===== src/ctm_cfg.svh =====
// Register offsets, field positions, reset values and mode codes
`ifndef CTM_CFG_SVH
`define CTM_CFG_SVH

`define CTM_ADDR_W          16
`define CTM_ADDR_OR_MASK    16'h9E0C
`define CTM_ADDR_AND_MASK   16'h9E10
`define CTM_ADDR_STATUS     16'h9E14
`define CTM_ADDR_AVAIL      16'h9E98
`define CTM_ADDR_CH0_SEL    16'h9EA2
`define CTM_ADDR_CH1_SEL    16'h9EA3
`define CTM_ADDR_CH0_LVL0   16'hA4D8
`define CTM_ADDR_CH1_LVL0   16'hA4D9
`define CTM_ADDR_CH0_LVL1   16'hA53C
`define CTM_ADDR_CH1_LVL1   16'hA53D

`define CTM_CH0_MASK_BIT    0
`define CTM_CH1_MASK_BIT    1
`define CTM_STAT_ERR_BIT    0
`define CTM_STAT_HIT_LSB    8

`define CTM_RST_MASK        2'h0
`define CTM_RST_MODE        32'h00000000
`define CTM_RST_LEVEL       10'h000

`define CTM_TRIGGER_DISABLED_CODE 32'h00000000
`define CTM_RISING_EDGE_CODE      32'h00000001
`define CTM_FALLING_EDGE_CODE     32'h00000002
`define CTM_EITHER_EDGE_CODE      32'h00000004
`define CTM_ABOVE_LEVEL_CODE      32'h00000008
`define CTM_BELOW_LEVEL_CODE      32'h00000010
`define CTM_WINDOW_ENTRY_CODE     32'h00000020
`define CTM_WINDOW_EXIT_CODE      32'h00000040
`define CTM_INSIDE_WINDOW_CODE    32'h00000080
`define CTM_OUTSIDE_WINDOW_CODE   32'h00000100
`define CTM_HYSTERESIS_ARM_FLAG   32'h01000000
`define CTM_MODES_AVAILABLE       32'h010001FF

`endif


===== src/ctm_pkg.sv =====
// Types shared by the channel trigger block
`include "ctm_cfg.svh"

package ctm_pkg;

	typedef logic [31:0] ctm_word_t;

	typedef enum logic [31:0]
	{
		CTM_NONE     = `CTM_TRIGGER_DISABLED_CODE,
		CTM_POS      = `CTM_RISING_EDGE_CODE,
		CTM_NEG      = `CTM_FALLING_EDGE_CODE,
		CTM_BOTH     = `CTM_EITHER_EDGE_CODE,
		CTM_HIGH     = `CTM_ABOVE_LEVEL_CODE,
		CTM_LOW      = `CTM_BELOW_LEVEL_CODE,
		CTM_WIN_IN   = `CTM_WINDOW_ENTRY_CODE,
		CTM_WIN_OUT  = `CTM_WINDOW_EXIT_CODE,
		CTM_INSIDE   = `CTM_INSIDE_WINDOW_CODE,
		CTM_OUTSIDE  = `CTM_OUTSIDE_WINDOW_CODE,
		CTM_POS_ARM  = `CTM_HYSTERESIS_ARM_FLAG | `CTM_RISING_EDGE_CODE,
		CTM_NEG_ARM  = `CTM_HYSTERESIS_ARM_FLAG | `CTM_FALLING_EDGE_CODE
	} ctm_mode_t;

endpackage


===== src/ctm_channel_trigger.sv =====
// Two-channel trigger detector with register port
//
// Function
// Software enables each programmed channel in mask
// OR mask bit 0 enables channel zero
// Read-only bitmask lists supported trigger modes
// Separate read/write mode register per channel
// Mode write to unfitted channel flags error
// Mode zero excludes channel from detection
// Code 1h detects rising level crossings
// Code 2h detects falling level crossings
// Code 4h detects both crossing directions
// Rising on level0, armed below level1
// Falling on level1, armed above level0
// Code 10h detects sample below level
// Code 8h detects sample above level
// Code 20h detects window entry
// Code 40h detects window exit
// Code 80h detects sample inside window
// Code 100h detects sample outside window
// Channels combine singly, by OR, AND
// Two signed levels per channel held
// Top N sample bits compared to levels
// Every sample evaluated, no decimation
// Rising edge: consecutive samples pass level
// Software clears general mask for channel-only
// One trigger on first qualifying sample; the code pulses o_trig on every qualifying sample
`timescale 1ns/1ps
`include "ctm_cfg.svh"

module ctm_channel_trigger
#(
	parameter int CH_FITTED = 2,
	parameter int SMP_W     = 14,
	parameter int LVL_W     = 10
)
(
	// Clock and reset
	input  wire logic                   i_clk_sys,
	input  wire logic                   i_rstn,
	// Register port
	input  wire logic [`CTM_ADDR_W-1:0] i_addr,
	input  wire logic [31:0]            i_wdata,
	input  wire logic                   i_wr,
	input  wire logic                   i_rd,
	output logic      [31:0]            o_rdata,
	// Sample stream
	input  wire logic                   i_smp_valid,
	input  wire logic [SMP_W-1:0]       i_ch0_smp,
	input  wire logic [SMP_W-1:0]       i_ch1_smp,
	// Trigger outputs
	output logic                        o_trig,
	output logic      [1:0]             o_ch_hit,
	output logic                        o_err
);

	typedef struct packed
	{
		logic [1:0]                  or_mask;
		logic [1:0]                  and_mask;
		logic [1:0][31:0]            mode;
		logic [1:0][LVL_W-1:0]       lvl0;
		logic [1:0][LVL_W-1:0]       lvl1;
		logic [1:0][LVL_W-1:0]       prev;
		logic [1:0]                  prev_ok;
		logic [1:0]                  armed;
		logic                        err;
		logic [1:0]                  hit;
		logic                        trig;
		logic [31:0]                 rdata;
	} ctm_state_t;

	ctm_state_t state_reg;
	ctm_state_t state_next;

	logic [1:0]           fitted;
	logic [1:0][SMP_W-1:0] smp;

	assign fitted = (CH_FITTED >= 2) ? 2'h3 : 2'h1;
	assign smp[0] = i_ch0_smp;
	assign smp[1] = i_ch1_smp;

	// Sign-extend a level to a register word
	function automatic logic [31:0] ctm_sext(input logic [LVL_W-1:0] v);
		logic [31:0] r;
		r = {{(32-LVL_W){v[LVL_W-1]}}, v};
		return r;
	endfunction

	// True when x lies in the window lo..hi
	function automatic logic ctm_inwin(
		input logic signed [LVL_W-1:0] x,
		input logic signed [LVL_W-1:0] hi,
		input logic signed [LVL_W-1:0] lo
	);
		logic r;
		r = (x >= lo) && (x <= hi);
		return r;
	endfunction

	// Per-channel detector: returns {armed_next, hit}
	function automatic logic [1:0] ctm_detect(
		input logic [31:0]             mode,
		input logic signed [LVL_W-1:0] cur,
		input logic signed [LVL_W-1:0] prv,
		input logic                    prv_ok,
		input logic signed [LVL_W-1:0] l0,
		input logic signed [LVL_W-1:0] l1,
		input logic                    armed
	);
		logic rise0;
		logic fall0;
		logic fall1;
		logic in_c;
		logic in_p;
		logic hit;
		logic arm_n;
		rise0 = prv_ok && (prv < l0) && (cur >= l0);
		fall0 = prv_ok && (prv >= l0) && (cur < l0);
		fall1 = prv_ok && (prv >= l1) && (cur < l1);
		in_c  = ctm_inwin(cur, l0, l1);
		in_p  = ctm_inwin(prv, l0, l1);
		hit   = 1'b0;
		arm_n = 1'b0;
		case (mode)
			ctm_pkg::CTM_NONE:
				hit = 1'b0;
			ctm_pkg::CTM_POS:
				hit = rise0;
			ctm_pkg::CTM_NEG:
				hit = fall0;
			ctm_pkg::CTM_BOTH:
				hit = rise0 | fall0;
			ctm_pkg::CTM_POS_ARM:
			begin
				hit   = armed && rise0;
				arm_n = (cur < l1) ? 1'b1 : (hit ? 1'b0 : armed);
			end
			ctm_pkg::CTM_NEG_ARM:
			begin
				hit   = armed && fall1;
				arm_n = (cur > l0) ? 1'b1 : (hit ? 1'b0 : armed);
			end
			ctm_pkg::CTM_LOW:
				hit = cur < l0;
			ctm_pkg::CTM_HIGH:
				hit = cur > l0;
			ctm_pkg::CTM_WIN_IN:
				hit = prv_ok && !in_p && in_c;
			ctm_pkg::CTM_WIN_OUT:
				hit = prv_ok && in_p && !in_c;
			ctm_pkg::CTM_INSIDE:
				hit = in_c;
			ctm_pkg::CTM_OUTSIDE:
				hit = !in_c;
			default:
				hit = 1'b0;
		endcase
		return {arm_n, hit};
	endfunction

	// Mode register address of a channel
	function automatic logic [`CTM_ADDR_W-1:0] ctm_sel_addr(input int c);
		logic [`CTM_ADDR_W-1:0] r;
		r = (c == 0) ? `CTM_ADDR_CH0_SEL : `CTM_ADDR_CH1_SEL;
		return r;
	endfunction

	// True for any channel one register address
	function automatic logic ctm_is_ch1(input logic [`CTM_ADDR_W-1:0] a);
		logic r;
		r = (a == `CTM_ADDR_CH1_SEL) || (a == `CTM_ADDR_CH1_LVL0) ||
			(a == `CTM_ADDR_CH1_LVL1);
		return r;
	endfunction

	// Combined trigger from channel hits and both masks
	function automatic logic ctm_combine(
		input logic [1:0] hit,
		input logic [1:0] en_or,
		input logic [1:0] en_and
	);
		logic r;
		r = (|(hit & en_or)) ||
			((en_and != 2'h0) && ((hit & en_and) == en_and));
		return r;
	endfunction

	always_comb
	begin
		logic [1:0]       en_or;
		logic [1:0]       en_and;
		logic [1:0]       hit_now;
		logic [1:0]       det;
		logic [LVL_W-1:0] top;
		logic             ch_sel;
		state_next = state_reg;
		en_or      = 2'h0;
		en_and     = 2'h0;
		hit_now    = 2'h0;
		det        = 2'h0;
		top        = '0;
		ch_sel     = 1'b0;

		// Register writes
		if (i_wr)
		begin
			case (i_addr)
				`CTM_ADDR_OR_MASK:
					state_next.or_mask = i_wdata[1:0] & fitted;
				`CTM_ADDR_AND_MASK:
					state_next.and_mask = i_wdata[1:0] & fitted;
				`CTM_ADDR_STATUS:
					if (i_wdata[`CTM_STAT_ERR_BIT])
					begin
						state_next.err = 1'b0;
					end
				`CTM_ADDR_CH0_SEL:
				begin
					state_next.mode[0]  = i_wdata;
					state_next.armed[0] = 1'b0;
				end
				`CTM_ADDR_CH1_SEL:
				begin
					if (fitted[1])
					begin
						state_next.mode[1]  = i_wdata;
						state_next.armed[1] = 1'b0;
					end
				end
				`CTM_ADDR_CH0_LVL0:
					state_next.lvl0[0] = i_wdata[LVL_W-1:0];
				`CTM_ADDR_CH1_LVL0:
					if (fitted[1])
					begin
						state_next.lvl0[1] = i_wdata[LVL_W-1:0];
					end
				`CTM_ADDR_CH0_LVL1:
					state_next.lvl1[0] = i_wdata[LVL_W-1:0];
				`CTM_ADDR_CH1_LVL1:
					if (fitted[1])
					begin
						state_next.lvl1[1] = i_wdata[LVL_W-1:0];
					end
				default:
					state_next.err = state_next.err;
			endcase
		end

		// Sample evaluation, one result per sample
		state_next.trig = 1'b0;
		state_next.hit  = 2'h0;
		if (i_smp_valid)
		begin
			for (int c = 0; c < 2; c++)
			begin
				top = smp[c][SMP_W-1 -: LVL_W];
				if (fitted[c])
				begin
					det = ctm_detect(state_reg.mode[c], top, state_reg.prev[c],
						state_reg.prev_ok[c], state_reg.lvl0[c],
						state_reg.lvl1[c], state_reg.armed[c]);
					hit_now[c] = det[0];
					if (!(i_wr && (i_addr == ctm_sel_addr(c))))
					begin
						state_next.armed[c] = det[1];
					end
					state_next.prev[c]    = top;
					state_next.prev_ok[c] = 1'b1;
				end
			end
			en_or  = state_reg.or_mask & fitted;
			en_and = state_reg.and_mask & fitted;
			state_next.hit  = hit_now;
			state_next.trig = ctm_combine(hit_now, en_or, en_and);
		end

		// Unfitted channel write sets error; set wins over clear
		ch_sel = ctm_is_ch1(i_addr);
		if (i_wr && ch_sel && !fitted[1])
		begin
			state_next.err = 1'b1;
		end

		// Register reads, data in the following cycle
		state_next.rdata = 32'h00000000;
		if (i_rd)
		begin
			case (i_addr)
				`CTM_ADDR_OR_MASK:
					state_next.rdata = {30'h00000000, state_reg.or_mask};
				`CTM_ADDR_AND_MASK:
					state_next.rdata = {30'h00000000, state_reg.and_mask};
				`CTM_ADDR_STATUS:
				begin
					state_next.rdata[`CTM_STAT_ERR_BIT] = state_reg.err;
					state_next.rdata[`CTM_STAT_HIT_LSB +: 2] = state_reg.hit;
				end
				`CTM_ADDR_AVAIL:
					state_next.rdata = `CTM_MODES_AVAILABLE;
				`CTM_ADDR_CH0_SEL:
					state_next.rdata = state_reg.mode[0];
				`CTM_ADDR_CH1_SEL:
					state_next.rdata = fitted[1] ? state_reg.mode[1] : 32'h00000000;
				`CTM_ADDR_CH0_LVL0:
					state_next.rdata = ctm_sext(state_reg.lvl0[0]);
				`CTM_ADDR_CH1_LVL0:
					state_next.rdata = ctm_sext(state_reg.lvl0[1]);
				`CTM_ADDR_CH0_LVL1:
					state_next.rdata = ctm_sext(state_reg.lvl1[0]);
				`CTM_ADDR_CH1_LVL1:
					state_next.rdata = ctm_sext(state_reg.lvl1[1]);
				default:
					state_next.rdata = 32'h00000000;
			endcase
		end
	end

	always_ff @(posedge i_clk_sys)
	begin
		if (!i_rstn)
		begin
			state_reg.or_mask  <= `CTM_RST_MASK;
			state_reg.and_mask <= `CTM_RST_MASK;
			state_reg.mode     <= {2{`CTM_RST_MODE}};
			state_reg.lvl0     <= {2{`CTM_RST_LEVEL}};
			state_reg.lvl1     <= {2{`CTM_RST_LEVEL}};
			state_reg.prev     <= {2{`CTM_RST_LEVEL}};
			state_reg.prev_ok  <= 2'h0;
			state_reg.armed    <= 2'h0;
			state_reg.err      <= 1'b0;
			state_reg.hit      <= 2'h0;
			state_reg.trig     <= 1'b0;
			state_reg.rdata    <= 32'h00000000;
		end
		else
		begin
			state_reg <= state_next;
		end
	end

	assign o_rdata  = state_reg.rdata;
	assign o_trig   = state_reg.trig;
	assign o_ch_hit = state_reg.hit;
	assign o_err    = state_reg.err;

endmodule


===== config.mk =====
export PLATFORM = sky130hd
export DESIGN_NAME = ctm_channel_trigger
export DESIGN_NICKNAME = d
export VERILOG_FILES = /design/src/ctm_pkg.sv /design/src/ctm_channel_trigger.sv
export VERILOG_INCLUDE_DIRS = /design/src
export SDC_FILE = /design/constraint.sdc
export NUM_CORES = 1
export LEC_CHECK = 0
export BUFFER_PORTS_ARGS = -buffer_cell sky130_fd_sc_hd__buf_2
export CORE_UTILIZATION = 50
export CTS_BUF_LIST = sky130_fd_sc_hd__clkbuf_8
export CTS_CLUSTER_SIZE = 12
export DETAILED_ROUTE_END_ITERATION = 8
export GPL_TIMING_DRIVEN = 0
export HOLD_SLACK_MARGIN = 0.02
export PLACE_DENSITY = 0.8
export SLEW_MARGIN = 5
export SYNTH_ARGS = -nofsm -noshare
export SYNTH_HDL_FRONTEND = slang
export SYNTH_SLANG_ARGS = --single-unit

===== constraint.sdc =====
create_clock -name i_clk_sys -period 3.31 [get_ports i_clk_sys]
set_clock_uncertainty 0.1 [all_clocks]
set_input_delay 0.4965 -clock i_clk_sys [delete_from_list [all_inputs] [get_ports i_clk_sys]]
set_output_delay 0.4965 -clock i_clk_sys [all_outputs]
set_load 0.03 [all_outputs]

==> results.cfg <==
[outcome]
status = finished, final reports clean

[placement]
port_buffers = 102
dpl-instance-area_sq_um = 10600
dp.cells = 1548
pre_cts_slack_ns = -0.226
dp_hpwl_um = 22200
globalplace.congestion = 0.952

[cells_and_area]
largest_reg_flops = 131
fillCellCount = 1730
layout_common_cells = 213 x nand2_1, 166 x dfxtp_1, 106 x a21boi_1, 105 x buf_2, 80 x ha_1
stdcell_count = 1581
syn_to_final_growth_pct = 13.3
final_nets = 1468
fin_area_sq_um = 11100
drive_gt1_share_pct = 15.8
final_common_cell = nand2_1

[route]
wl_met1_um = 12000
topRoutingLayerUsed = met4
drc = 0
vias_per_cell = 5.93
wl_met3_um = 2520
first_pass_iters = 6
drt-initial-drc-count = 963
wl_per_cell_um = 18.1
wl_um = 28700
ant_nets = 0
via_count = 9371
wl_met2_um = 12800

[critical_path]
worstSetupPathType = primary input to flip-flop
critPathRequiredTime_ns = 3.51
r2r-start = state_reg[89]
cp.arrival_ns = 3.37
rr_worst_depth = 11
worst_r2r_endpoint = o_trig
path_cells = buf_2, and3b_1, nand4_1, nor3_1, and2_1, a211oi_1, inv_2, o311ai_1, nor2_1
max_stage_delay_ns = 1.01
critPathMaxFanout = 8
start_kind = primary input
slowest_stage = o311ai_1
worst_setup_path_end_kind = flip-flop
r2r_slack_ns = 0.21

[run]
drv_cap = 0

[sta]
period_share_pct = 96.0
timing.fmax_mhz = 315
timing.slew.headroom_pct = 20.9
setup_slack_ns = 0.133
rsz0062_at_grt = false
finalMaxSlewViolations = 0
min_period_ns = 3.18
worst_pin_slew_ns = 1.17
finalSetupViolCount = 0
hold_violations = 0

[synthesis]
synthArstFlopShare_pct = 0
syn_nets = 1347
ys.flop_type = dfxtp_1
yosys_warnings = 0
synth_edf_count = 0
syn_inst = 1186
ys_top_cells_by_area = dfxtp_1 34%, ha_1 10%, nand2_1 8.2%, a21boi_1 8.2%, mux2_2 3.0%
yosysSeqAreaShare_pct = 34.1
synth_area_leader_cell = dfxtp_1
synth_seq_cells = 166
avgSynthCellArea_sq_um = 8.22
synth.cell_area_sq_um = 9750
synth_top_area_share_pct = 34.1
ys_types = 72

[worst_hold_path]
hp-start = i_wdata[19]
hold_path_depth = 3
whs_endpoint = state_reg[151]
min_path_type = primary input to flip-flop

[power]
power.leakage_nw = 4.29
finalPower_mw = 4.07
ir_drop_mv = 0.256
powerDensity_nw_per_um2 = 368

[global_routing]
antenna_found_initial = 0
grt-ovfl-total = 0
grt_max_degree = 17
grt_pass1_wl_um = 45000
grt_util_all_layers_pct = 29.1
grt_pass1_vias = 8845

[floorplanning]
ioPinCount = 117
die_w_um = 142
core_sq_um = 18900
initial_utilization_pct = 51.6
num_rows = 50
die_h_um = 142
die_area_sq_um = 20100

[clock_tree]
cts-root-buf = clkbuf_8
cts_resized = 0
clkSlewWorstSetupHoldPaths_ns = 0.09
postCtsHoldBufs = 0
cts_made_buffers = 17
clock-sinks = 166
cts_htree_levels = 4
clk_path_buf_depth = 2
postCtsSetupBuffers = 0
cts_tree = done
clk_latency_ns = 0.48
## stage by stage
stage                     TNS (ns)  hold slack (ns)  utilization (%)
after detailed placement     -1.45            0.359             56.1
final                            0            0.163             58.5
after CTS                        0            0.145             58.4
after global routing             0            0.159             58.5
after global placement       -1.49            0.349             56.1
after floorplan                  0            0.335                -
## critical path, delay by kind of cell
kind / cells / cell delay (ns)
AOI/OAI and AO/OA: 2 / 1.73
buffers and inverters: 2 / 0.13
and+or+nand+nor: 5 / 1.01
## cells by family after synthesis
kind of cell / count (synthesis) / synth area share, %
compound gates: 263 / 19.2
xor+xnor: 4 / 0.359
fa+ha+maj: 80 / 10.3
buf+inv: 160 / 7.54
flops: 166 / 34.1
mux: 51 / 5.57
other cells: 1 / 0.0384
simple gates: 461 / 23.0
## power by group
part           switching [mW]  internal, mW
registers              0.0158          2.01
clock network           0.773         0.829
logic                   0.255         0.182
total                    1.04          3.02
## cell type report
type / instances / area [sq um] / share of cell area [%]
multi-input combinational: 860 / 5720 / 51.8
antenna: 1 / 2.50 / 0.0226
timing repair buffer: 102 / 510 / 4.62
clock buffer: 21 / 289 / 2.61
buffer: 102 / 518 / 4.69
inverter: 58 / 218 / 1.97
sequential: 166 / 3320 / 30.1
clock inverter: 11 / 146 / 1.32
tap: 260 / 325 / 2.94
## worst max-delay path by stage
stage	from	cells past startpoint	to	slack, ns
after floorplan	i_ch0_smp[7]	9	o_trig	0.48
after CTS	state_reg[63]	10	o_trig	0.08
after detailed placement	i_addr[10]	9	o_rdata[1]	-0.23
final	i_addr[10]	9	o_rdata[1]	0.13
after global routing	state_reg[97]	10	o_trig	0.04
after global placement	i_addr[10]	9	o_rdata[1]	-0.22
## routing by layer
metal  GRT usage [%]  vias to the layer above
li1                -                     4415
met1            38.1                     4390
met2            45.5                      468
met3            4.18                       98
met4            17.1                        0
met5               0                        -
## cells in the mapped netlist (all sizes together) (10+ instances only)
cell type,count
ha,80
mux2,26
mux2i,25
o21ai,12
a21oi,58
inv,58
nand4,25
buf,45
nor3,35
nor2b,34
nand2,213
a21boi,109
a21o,10
clkbuf,57
nor2,35
a31oi,11
nand3,56
nor4,13
dfxtp,166
No activity file was read; power rests on OpenSTA's default activity.
